<file path="config.mk">
export PLATFORM = sky130hd
export DESIGN_NAME = adc_host_controller_flat
export DESIGN_NICKNAME = d
export VERILOG_FILES = /design/src/pkg/adc_seq_pkg.sv /design/src/pkg/adc_link_if.sv /design/src/core/adc_host_controller.sv /design/src/flat_wrapper.sv
export VERILOG_INCLUDE_DIRS = /design/src /design/src/pkg
export SDC_FILE = /design/constraint.sdc
export NUM_CORES = 1
export LEC_CHECK = 0
export BUFFER_PORTS_ARGS = -buffer_cell sky130_fd_sc_hd__buf_2
export CAP_MARGIN = 15
export CORE_ASPECT_RATIO = 1.25
export CORE_MARGIN = 1
export CORE_UTILIZATION = 30
export DETAILED_ROUTE_END_ITERATION = 8
export GPL_TIMING_DRIVEN = 0
export SETUP_SLACK_MARGIN = 0.1
export SLEW_MARGIN = 20
export SYNTH_ARGS = -nofsm -noshare
export SYNTH_HDL_FRONTEND = slang
export SYNTH_SLANG_ARGS = --single-unit
</file>
<file path="constraint.sdc">
create_clock -name clock_i -period 4.19 [get_ports clock_i]
set_input_delay 0 -clock clock_i [delete_from_list [all_inputs] [get_ports clock_i]]
set_output_delay 0 -clock clock_i [all_outputs]
set_load 0.005 [all_outputs]
</file>
<file path="src/pkg/adc_seq_defs.svh">
// Purpose: constants shared by both ends of the converter sequencing link
// Assumes: included by bare name wherever a figure is needed
// Notes:   rates are in samples per second, settle figures in result periods
`ifndef ADC_SEQ_DEFS_SVH
`define ADC_SEQ_DEFS_SVH

// output data rates selected by the two-bit rate code
`define RATE_30K_SPS        30000
`define RATE_15K_SPS        15000
`define RATE_7500_SPS       7500
`define RATE_3750_SPS       3750
// settling figures, in result periods, for each rate code
`define SETTLE_30K_PERIODS  16'h0005
`define SETTLE_15K_PERIODS  16'h0003
`define SETTLE_7500_PERIODS 16'h0002
`define SETTLE_SLOW_PERIODS 16'h0001
// input selection fields: positive input high digit, negative low digit
`define SELECT_POS_MSB      7
`define SELECT_POS_LSB      4
`define SELECT_NEG_MSB      3
`define SELECT_NEG_LSB      0
`define SELECT_RESET        8'h01
// result coding, two's complement full-scale codes
`define RESULT_WIDTH        24
`define RESULT_POS_FULL     24'h7fffff
`define RESULT_NEG_FULL     24'h800000
// host clock divided by four makes the link clock
`define LINK_DIV_LAST       2'h3
`define LINK_CLOCK_HZ       5000000
`define FIFO_DEPTH          8

`endif

</file>
<file path="src/pkg/adc_seq_pkg.sv">
// Purpose: types shared by both ends of the converter sequencing link
// Assumes: constants live in adc_seq_defs.svh
// Notes:   command codes travel on the link as two bits
package adc_seq_pkg;

   // commands carried on the link while cmd_valid is high
   typedef enum logic [1:0] {
      register_write_cmd = 2'b00,
      read_data_cmd      = 2'b01,
      standby_cmd        = 2'b10,
      wakeup_cmd         = 2'b11
   } cmd_code_type;

   // converter end sequencing states
   typedef enum logic [1:0] {
      dev_restart    = 2'b00,
      dev_settling   = 2'b01,
      dev_converting = 2'b10,
      dev_standby    = 2'b11
   } dev_state_type;

   // host end sequencing states
   typedef enum logic [1:0] {
      h_idle    = 2'b00,
      h_wait    = 2'b01,
      h_read    = 2'b10,
      h_standby = 2'b11
   } host_state_type;

endpackage : adc_seq_pkg

</file>
<file path="src/pkg/adc_link_if.sv">
// Purpose: link between host controller and converter sequencer
// Assumes: host makes link_clk and changes its outputs on the falling edge
// Notes:   converter end samples everything on the rising edge of link_clk
`timescale 1ns/1ps
interface adc_link_if;
   logic                       link_clk;
   logic                       restart_powerdown_pin;
   logic                       cmd_valid;
   adc_seq_pkg::cmd_code_type  cmd_code;
   logic [7:0]                 cmd_data;
   logic                       result_ready_n;
   logic [23:0]                result_data;

   modport device (
      input  link_clk,
      input  restart_powerdown_pin,
      input  cmd_valid,
      input  cmd_code,
      input  cmd_data,
      output result_ready_n,
      output result_data
   );

   modport host (
      output link_clk,
      output restart_powerdown_pin,
      output cmd_valid,
      output cmd_code,
      output cmd_data,
      input  result_ready_n,
      input  result_data
   );
endinterface : adc_link_if

</file>
<file path="src/core/adc_host_controller.sv">
// Purpose: host end: makes the link clock, cycles inputs, runs one-shots
// Assumes: clock_i at 20 MHz; ready flag arrives from the link domain
// Notes:   results queue in a small fifo; a full fifo stalls the reads
`timescale 1ns/1ps
`include "adc_seq_defs.svh"
module result_fifo #(
   parameter int WIDTH = `RESULT_WIDTH,
   parameter int DEPTH = `FIFO_DEPTH
) (
   input  wire logic             clock_i,
   input  wire logic             rst_b_i,
   input  wire logic             in_valid_i,
   output logic                  in_ready_o,
   input  wire logic [WIDTH-1:0] in_data_i,
   output logic                  out_valid_o,
   input  wire logic             out_ready_i,
   output logic [WIDTH-1:0]      out_data_o
);
   localparam int AW = $clog2(DEPTH);

   logic [WIDTH-1:0] mem [DEPTH];
   logic [AW-1:0]    wr_ptr;
   logic [AW-1:0]    rd_ptr;
   logic [AW:0]      fill;
   logic             push;
   logic             pop;

   assign in_ready_o  = (fill != (AW+1)'(DEPTH));
   assign out_valid_o = (fill != '0);
   assign push        = in_valid_i && in_ready_o;
   assign pop         = out_valid_o && out_ready_i;
   assign out_data_o  = mem[rd_ptr];

   // storage needs no reset; fill guards every read
   always_ff @(posedge clock_i) begin
      if (push) begin
         mem[wr_ptr] <= in_data_i;
      end
   end

   // pointers wrap naturally; depth is assumed a power of two
   always_ff @(posedge clock_i) begin
      if (!rst_b_i) begin
         wr_ptr <= '0;
         rd_ptr <= '0;
         fill   <= '0;
      end else begin
         if (push) wr_ptr <= AW'(wr_ptr + 1'b1);
         if (pop) rd_ptr <= AW'(rd_ptr + 1'b1);
         if (push && !pop) fill <= (AW+1)'(fill + 1'b1);
         else if (pop && !push) fill <= (AW+1)'(fill - 1'b1);
      end
   end
endmodule : result_fifo

module adc_host_controller (
   adc_link_if.host     link,
   input  wire logic    clock_i,
   input  wire logic    rst_b_i,
   input  wire logic    run_i,
   input  wire logic [7:0] next_select_i,
   input  wire logic    oneshot_i,
   input  wire logic    restart_i,
   output logic         result_valid_o,
   output logic [23:0]  result_data_o,
   input  wire logic    result_ready_i,
   output logic         busy_o
);

   logic [1:0]                  div_cnt;
   logic                        tick;
   logic                        ready_meta;
   logic                        ready_sync;
   logic                        ready_prev;
   logic                        ready_fall;
   logic                        data_pending;
   logic                        restart_pend;
   logic                        oneshot_pend;
   logic                        oneshot_active;
   logic                        fifo_in_ready;
   logic                        push;
   logic                        cmd_valid;
   adc_seq_pkg::cmd_code_type   cmd_code;
   logic [7:0]                  cmd_data;
   logic                        restart_pin;
   adc_seq_pkg::host_state_type state;

   // divide by four; outputs change as link_clk falls, two cycles before rising
   always_ff @(posedge clock_i) begin
      if (!rst_b_i) div_cnt <= 2'h0;
      else div_cnt <= div_cnt + 2'h1;
   end
   assign link.link_clk = div_cnt[1];
   assign tick          = (div_cnt == `LINK_DIV_LAST);

   // ready flag crosses from the link domain through two flops
   always_ff @(posedge clock_i) begin
      ready_meta <= link.result_ready_n;
      ready_sync <= ready_meta;
      ready_prev <= ready_sync;
   end
   assign ready_fall = ready_prev && !ready_sync;

   // one read per tick; the full fifo holds it off, so the result waits
   assign push = tick && fifo_in_ready && data_pending
                 && ((state == adc_seq_pkg::h_read)
                 || (state == adc_seq_pkg::h_wait && oneshot_active));

   // request flags: a new event wins over its clear
   always_ff @(posedge clock_i) begin
      if (!rst_b_i) begin
         data_pending <= 1'b0;
         restart_pend <= 1'b0;
         oneshot_pend <= 1'b0;
      end else begin
         // a result only after ready falls
         if (ready_fall) data_pending <= 1'b1;
         else if (push) data_pending <= 1'b0;
         if (restart_i) restart_pend <= 1'b1;
         else if (tick && state == adc_seq_pkg::h_idle) restart_pend <= 1'b0;
         if (oneshot_i) oneshot_pend <= 1'b1;
         else if (tick && state == adc_seq_pkg::h_idle && !restart_pend) oneshot_pend <= 1'b0;
      end
   end

   // command sequencing, advanced once per link period
   always_ff @(posedge clock_i) begin
      if (!rst_b_i) begin
         state          <= adc_seq_pkg::h_idle;
         cmd_valid      <= 1'b0;
         cmd_code       <= adc_seq_pkg::read_data_cmd;
         cmd_data       <= 8'h00;
         restart_pin    <= 1'b0;
         oneshot_active <= 1'b0;
      end else if (tick) begin
         cmd_valid   <= 1'b0;
         restart_pin <= 1'b0;
         unique case (state)
            adc_seq_pkg::h_idle: begin
               if (restart_pend) begin
                  restart_pin <= 1'b1;
                  state       <= adc_seq_pkg::h_wait;
               end else if (oneshot_pend) begin
                  cmd_valid      <= 1'b1;
                  cmd_code       <= adc_seq_pkg::wakeup_cmd;
                  oneshot_active <= 1'b1;
                  state          <= adc_seq_pkg::h_wait;
               end else if (run_i) begin
                  state <= adc_seq_pkg::h_wait;
               end
            end
            adc_seq_pkg::h_wait: begin
               if (data_pending && fifo_in_ready && oneshot_active) begin
                  cmd_valid <= 1'b1;
                  cmd_code  <= adc_seq_pkg::read_data_cmd;
                  state     <= adc_seq_pkg::h_standby;
               end else if (data_pending && fifo_in_ready) begin
                  // the write restarts, nothing to discard
                  cmd_valid <= 1'b1;
                  cmd_code  <= adc_seq_pkg::register_write_cmd;
                  cmd_data  <= next_select_i;
                  state     <= adc_seq_pkg::h_read;
               end else if (!run_i && !oneshot_active) begin
                  state <= adc_seq_pkg::h_idle;
               end
            end
            adc_seq_pkg::h_read: begin
               cmd_valid <= 1'b1;
               cmd_code  <= adc_seq_pkg::read_data_cmd;
               state     <= adc_seq_pkg::h_wait;
            end
            adc_seq_pkg::h_standby: begin
               cmd_valid      <= 1'b1;
               cmd_code       <= adc_seq_pkg::standby_cmd;
               oneshot_active <= 1'b0;
               state          <= adc_seq_pkg::h_idle;
            end
         endcase
      end
   end

   assign link.cmd_valid             = cmd_valid;
   assign link.cmd_code              = cmd_code;
   assign link.cmd_data              = cmd_data;
   assign link.restart_powerdown_pin = restart_pin;
   assign busy_o                     = (state != adc_seq_pkg::h_idle);

   // result word is still when read: it changes only a period after ready falls
   result_fifo #(
      .WIDTH (`RESULT_WIDTH),
      .DEPTH (`FIFO_DEPTH)
   ) u_fifo (
      .clock_i     (clock_i),
      .rst_b_i     (rst_b_i),
      .in_valid_i  (push),
      .in_ready_o  (fifo_in_ready),
      .in_data_i   (link.result_data),
      .out_valid_o (result_valid_o),
      .out_ready_i (result_ready_i),
      .out_data_o  (result_data_o)
   );

endmodule : adc_host_controller

</file>
<file path="src/flat_wrapper.sv">
// flat-port wrapper written by rule: the top's interface ports become plain ports
module adc_host_controller_flat 
  (clock_i, rst_b_i, run_i, next_select_i, oneshot_i, restart_i, result_valid_o, result_data_o, result_ready_i, busy_o, link_link_clk, link_restart_powerdown_pin, link_cmd_valid, link_cmd_code, link_cmd_data, link_result_ready_n, link_result_data);
  adc_link_if link_i ();
  input  wire logic clock_i;
  input  wire logic rst_b_i;
  input  wire logic run_i;
  input  wire logic [7:0] next_select_i;
  input  wire logic oneshot_i;
  input  wire logic restart_i;
  output logic result_valid_o;
  output logic [23:0] result_data_o;
  input  wire logic result_ready_i;
  output logic busy_o;
  output wire logic [$bits(link_i.link_clk)-1:0] link_link_clk;
  output wire logic [$bits(link_i.restart_powerdown_pin)-1:0] link_restart_powerdown_pin;
  output wire logic [$bits(link_i.cmd_valid)-1:0] link_cmd_valid;
  output wire logic [$bits(link_i.cmd_code)-1:0] link_cmd_code;
  output wire logic [$bits(link_i.cmd_data)-1:0] link_cmd_data;
  input wire logic [$bits(link_i.result_ready_n)-1:0] link_result_ready_n;
  input wire logic [$bits(link_i.result_data)-1:0] link_result_data;
  assign link_link_clk = link_i.link_clk;
  assign link_restart_powerdown_pin = link_i.restart_powerdown_pin;
  assign link_cmd_valid = link_i.cmd_valid;
  assign link_cmd_code = link_i.cmd_code;
  assign link_cmd_data = link_i.cmd_data;
  assign link_i.result_ready_n = link_result_ready_n;
  assign link_i.result_data = link_result_data;
  adc_host_controller u_core (.link(link_i), .clock_i(clock_i), .rst_b_i(rst_b_i), .run_i(run_i), .next_select_i(next_select_i), .oneshot_i(oneshot_i), .restart_i(restart_i), .result_valid_o(result_valid_o), .result_data_o(result_data_o), .result_ready_i(result_ready_i), .busy_o(busy_o));
endmodule
</file>
Word level (Yosys, flattened, before mapping)
Memory sizes are Yosys's and may differ from the RTL's. A register that Yosys moved wholly into a read port is not among the register bits.
Cells that the tools add are included.
- memories: 1
- output and inout bits: 39
- flip-flop bits (word level): 33
- input port bits: 39
- logic and storage cells: 101
- memory bits (writable): 192
- bitwise operators: 1
- add/subtract/negate cells: 5
- mux-type cells: 34
- reductions and logical operators: 34
- eq/ne operators: 10
- memory list (name ; depth ; width ; rd ports ; clocked after Yosys merged registers in ; write ports ; line ; text):
    u_core.u_fifo.mem ; 8 ; 24 ; 1 ; 1 ; 1 ; adc_host_controller.sv:21 ; logic [WIDTH-1:0] mem [DEPTH];
- operators with widths (kind ; number):
    2-bit 2-to-1 mux ; 10
    1-bit 2-to-1 mux ; 16
    2-bit case mux with 4 select lines ; 2
    1-bit logical AND ; 14
    4-bit AND reduction ; 3
    2-bit nonzero test ; 6
    4-bit 2-to-1 mux ; 2
    4-bit != test, second input constant ; 2
    3-bit by 1-bit adder with 3-bit output, second input constant ; 2
    2-bit == test, second input constant ; 3
    1-bit logical NOT ; 6
    3-bit 2-to-1 mux ; 2
    4-bit by 1-bit adder with 4-bit output, second input constant ; 1
    4-bit by 2-bit != test with 1-bit output, second input constant ; 1
    4-bit nonzero test ; 1
    4-bit by 1-bit subtractor with 4-bit output, second input constant ; 1
    3-bit != test, second input constant ; 1
    1-bit case mux with 3 select lines ; 1
    3-bit AND reduction ; 1
    2-bit by 1-bit adder with 2-bit output, second input constant ; 1
    2-bit by 1-bit == test with 1-bit output, second input constant ; 1
    2-bit logical NOT ; 1
    2-bit by 1-bit != test with 1-bit output, second input constant ; 1
    2-bit != test, second input constant ; 1
    other kinds (4) ; 4

Logic depth before layout (Yosys ltp)
- word-level depth: 9
- gate-level depth with buffers: 12
- gate-level depth less buffers: 12

Modules after synthesis
Synthesis repeated with hierarchy kept, for this count alone.
- cell total of the unflattened synthesis: 451
- area, all modules: 8932.3 um2
- by module, submodules not included (module ; area an instance (um2) ; times used ; sequential area each (um2) ; cells each):
    result_fifo ; 7933.9 ; 1 ; 6025.8 ; 350
    adc_host_controller ; 998.5 ; 1 ; 460.4 ; 101

Least setup slack after synthesis
OpenSTA, ideal clock, no wires.
- path kind: reg-to-reg
- from: register u_core.state[1]
- to: memory u_core.u_fifo.mem[1][0] (netlist name) (enable)
- path buffers: 0
- setup slack: 0.925 ns
- stages on the path, launching flop included: 8
- data required time: 3.755 ns
- clock period less this slack: 3.265 ns
- setup time: 0.435 ns
- arrival: 2.830 ns
- cells stage by stage: dfxtp_1 inv_1 ha_1 a21oi_1 nand4bb_4 inv_2 nand2_1 nor3_1
- word-level cells in the longest chain between the ends: 7
- elaborated cells on any way between the ends: 8
- classes of those cells: eq/ne (2); mux (2); reduce/logical (4)
- ends and longest elaborated chain (what ; line ; text):
    start, declared ; adc_host_controller.sv:86 ; adc_seq_pkg::host_state_type state;
    start signal, assigned ; adc_host_controller.sv:129 ; state <= adc_seq_pkg::h_idle;
    start signal, assigned ; adc_host_controller.sv:142 ; state <= adc_seq_pkg::h_wait;
    start signal, assigned ; adc_host_controller.sv:147 ; state <= adc_seq_pkg::h_wait;
    2-bit by 1-bit == test with 1-bit output ; adc_host_controller.sv:107 ; || (state == adc_seq_pkg::h_wait && oneshot_active));
    1-bit logical AND ; adc_host_controller.sv:107 ;
    1-bit logical OR * ; adc_host_controller.sv:107 ;
    1-bit logical AND * ; adc_host_controller.sv:106 ; && ((state == adc_seq_pkg::h_read)
    1-bit logical AND * ; adc_host_controller.sv:30 ; assign push = in_valid_i && in_ready_o;
    via u_core.u_fifo.push ; adc_host_controller.sv:25 ; logic push;
    1-bit 2-to-1 mux * ; adc_host_controller.sv:36 ; if (push) begin
    1-bit 2-to-1 mux (not written as such) * ; adc_host_controller.sv:37 ; mem[wr_ptr] <= in_data_i;
    end, declared ; adc_host_controller.sv:21 ;
Mark *: on every way through the listed nets, which the timed path passes. The rest lies on a longest branch.

Worst setup path in the final report
- from: register u_core.u_fifo.fill[0]
- to: register u_core.u_fifo.fill[3]
- word-level cells in the longest chain between the ends: 8
- elaborated cells on any way between the ends: 16
- classes of those cells: add/sub (2); eq/ne (1); mux (2); reduce/logical (11)
- ends and longest elaborated chain (what ; line ; text):
    start, declared ; adc_host_controller.sv:24 ; logic [AW:0] fill;
    start signal, assigned ; adc_host_controller.sv:50 ; if (push && !pop) fill <= (AW+1)'(fill + 1'b1);
    start signal, assigned ; adc_host_controller.sv:51 ; else if (pop && !push) fill <= (AW+1)'(fill - 1'b1);
    4-bit != test * ; adc_host_controller.sv:28 ; assign in_ready_o = (fill != (AW+1)'(DEPTH));
    1-bit logical AND (2 in a row) ; adc_host_controller.sv:105 ; assign push = tick && fifo_in_ready && data_pending
    1-bit logical AND ; adc_host_controller.sv:106 ;
    1-bit logical AND * ; adc_host_controller.sv:30 ;
    via u_core.u_fifo.push ; adc_host_controller.sv:25 ;
    1-bit logical NOT ; adc_host_controller.sv:51 ;
    1-bit logical AND ; adc_host_controller.sv:51 ;
    2-bit nonzero test (no line) ; n/a ;
Mark *: on every way through the listed nets, which the timed path passes. The rest lies on a longest branch. The select of a mux whose other input is x is not followed.
A chain may end at the register's enable or synchronous reset.

==> results.sh <==
export IMPL_status="complete, no violations"
export IMPL_initial_core_util_pct=30.5
export IMPL_critPathLaunchType="register"
export IMPL_r2r_cells=10
export IMPL_rsz0062_at_grt="false"
export IMPL_synth_compound_area_share_pct=2.25
export IMPL_peakVddDrop_uv=284
export IMPL_cp_slowest_cell="nor4b_4"
export IMPL_synth_edf_count=192
export IMPL_skew_ns=0.0205
export IMPL_cts_buffers=23
export IMPL_crit_path_max_fanout=7
export IMPL_max_cap_viol_count=0
export IMPL_first_pass_iters=7
export IMPL_slew_viol_final=0
export IMPL_placement_io_buffers=77
export IMPL_final_common_cell="edfxtp_1"
export IMPL_fmax_mhz=349
export IMPL_wire_per_inst_microns=17.4
export IMPL_hold_viol_final=0
export IMPL_finalWorstSetupSlack_ns=1.32
export IMPL_synthTopCellsByArea="edfxtp_1, mux4_2, dfxtp_1"
export IMPL_synth_top_family_by_area="multiplexers"
export IMPL_path_class="register to register"
export IMPL_path_clk_slew_ns=0.06
export IMPL_die_h_microns=194
export IMPL_ioPinCount=78
export IMPL_syn_inst=461
export IMPL_synth_cell_type_count=41
export IMPL_leakage_uw=0.00376
export IMPL_std_cell_rows=70
export IMPL_grt_pass1_wl_mm=28.1
export IMPL_setup_viol=0
export IMPL_ys_seq_area_share_pct=72.9
export IMPL_die_area_sq_mm=0.0303
export IMPL_p_per_area_mw_per_mm2=511
export IMPL_fillerInstances=2643
export IMPL_tightest_slew_ns=0.824
export IMPL_antenna_found_initial=1
export IMPL_ys_async_sr_fraction_pct=0
export IMPL_cts_resized=0
export IMPL_synth_mux_area_share_pct=16.3
export IMPL_post_place_ws_ns=1.40
export IMPL_fin_util_pct=38.4
export IMPL_synth_ff_type="edfxtp_1"
export IMPL_drcViolationCount=0
export IMPL_cts_root_buffer_cell="clkbuf_16"
export IMPL_min_period_over_period_pct=68.5
export IMPL_synth_xor_area_share_pct=0.394
export IMPL_synthToLayoutAreaGrowth_pct=25.9
export IMPL_layout_common_cells="edfxtp_1, buf_2, mux4_2"
export IMPL_cp_data_arrival_time_ns=3.31
export IMPL_crit_top_cell="ha_1"
export IMPL_cp_slowest_stage_delay_ns=0.52
export IMPL_syn_num_nets=511
export IMPL_layout_drive_gt1_share_pct=35.4
export IMPL_critPathRequiredTime_ns=4.63
export IMPL_layout_nets=664
export IMPL_synth_top_area_cell="edfxtp_1"
export IMPL_cts_num_sinks=228
export IMPL_yosys_area_share_adder_pct=1.63
export IMPL_dp_hpwl_mm=12.0
export IMPL_grt_use_total_pct=12.2
export IMPL_period_needed_ns=2.87
export IMPL_synth_top_cell_area_share_pct=64.8
export IMPL_gp_congestion=0.797
export IMPL_hold_path_class="primary input to register"
export IMPL_clock_path_buffers=3
export IMPL_setup_tns_ns=0
export IMPL_drt_vias_per_instance=4.57
export IMPL_total_power_uw=5720
export IMPL_synth_area_sq_mm=0.00889
export IMPL_clk_latency_ns=0.51
export IMPL_fp_dieW_microns=156
export IMPL_totalWireLength_mm=17.8
export IMPL_whs_path_depth=2
export IMPL_slew_headroom_pct=45.1
export IMPL_ctsHtreeMaxLevel=1
export IMPL_syn_avg_cell_area_sq_um=19.3
export IMPL_synth_seq_cells=228
export IMPL_hold_ws_ns=0.142
export IMPL_tritoncts="done"
export IMPL_yosys_warnings=0
export IMPL_core_sq_mm=0.0292
export IMPL_antenna_left=0
export IMPL_critPathCaptureType="register"
export IMPL_grt_max_degree=17
export IMPL_first_iter_violations=229
export IMPL_crit_path_cell_trace="nor4b_4, nand4bb_4, inv_2, ha_1, inv_1, ha_1, a21oi_1, a211oi_1, a31oi_1, mux2i_1"
export IMPL_route_vias_total=4691
export IMPL_gr_total_overflow=0
export IMPL_yosys_area_share_simple_pct=4.73
export IMPL_grt_pass1_vias=5028
[sequential cells by signal (all words and copies together), names as in the netlist, 2 cells and up, named ones only]
| signal | flops |
|---|---|
| u_core.u_fifo.wr_ptr | 3 |
| u_core.link.cmd_code | 2 |
| u_core.div_cnt | 2 |
| u_core.u_fifo.fill | 4 |
| u_core.u_fifo.rd_ptr | 3 |
| u_core.state | 2 |
| u_core.u_fifo.mem | 192 |
| u_core.link.cmd_data | 8 |
[through the flow]
stage / area [sq um] / std cells
after floorplan: 8890 / 461
after global placement: 9770 / 934
after detailed placement: 10000 / 946
after CTS: 11200 / 1026
after global routing: 11200 / 1027
final: 11200 / 1027
[synthesized netlist by cell type, types with 10 or more instances]
| master | instances |
|---|---|
| edfxtp_1 | 192 |
| mux4_2 | 48 |
| dfxtp_1 | 36 |
| nand2_1 | 22 |
| nor2_1 | 22 |
| nand3_1 | 14 |
| a21oi_1 | 13 |
| mux2_2 | 12 |
| mux2_4 | 12 |
| ha_1 | 10 |
| o21ai_1 | 10 |
[metal layers]
metal | global-route usage, % | vias to the layer above | part of all wire (%)
met5 | 0 | - | 0
met4 | 3.20 | 0 | 1.6
met3 | 2.14 | 21 | 4.9
met2 | 22.3 | 129 | 53
met1 | 14.5 | 2389 | 41
li1 | - | 2152 | -
[cell type report]
cell class	instances	area [sq um]	share of cell area, %
flip-flops and latches	228	6490	57.9
multi-input cells	205	2300	20.6
repair buffers	128	993	8.88
clock buffers	27	591	5.28
well taps	396	495	4.43
clock inverters	14	164	1.46
plain buffers	20	129	1.15
inverters	8	30.0	0.268
diodes	1	2.50	0.0224
[critical path: cells and delay by family (launching register included)]
family | cells | cell delay [ns]
AND/OR/NAND/NOR | 2 | 0.79
AO/OA/AOI/OAI | 3 | 0.67
adder cells (fa/ha/maj) | 2 | 0.51
flip-flops | 1 | 0.39
buffers and inverters | 2 | 0.23
multiplexers | 1 | 0.20
[kinds of logic (layout without fill, tap and decap cells)]
kind of cell,Yosys count,count (layout)
other cells,0,1
fa+ha+maj,11,11
buf+inv,28,197
compound gates,35,35
flops,228,228
mux,77,77
xor+xnor,4,4
simple gates,78,78
[final timing paths]
check	start	end	slack [ns]
setup / recovery	u_core.u_fifo.fill[0]	u_core.u_fifo.fill[3]	1.32
setup reg to reg	u_core.u_fifo.fill[0]	u_core.u_fifo.fill[3]	1.32
hold reg to reg	u_core.ready_meta	u_core.ready_sync	0.33
hold / removal	link_result_ready_n	u_core.ready_meta	0.14
[power breakdown]
group / internal [uW] / switching (uW)
Combinational: 641 / 505
Clock: 1210 / 818
Sequential: 2500 / 53.7
Total: 4340 / 1380
[timing repair]
action | 4_1_cts | 5_1_grt
setup buffers | 0 | 0
endpoints found under the setup margin | 0 | 0
hold buffers | 39 | 0
endpoints found under the hold margin | 214 | 0
Power figures use the tool's default switching activity.
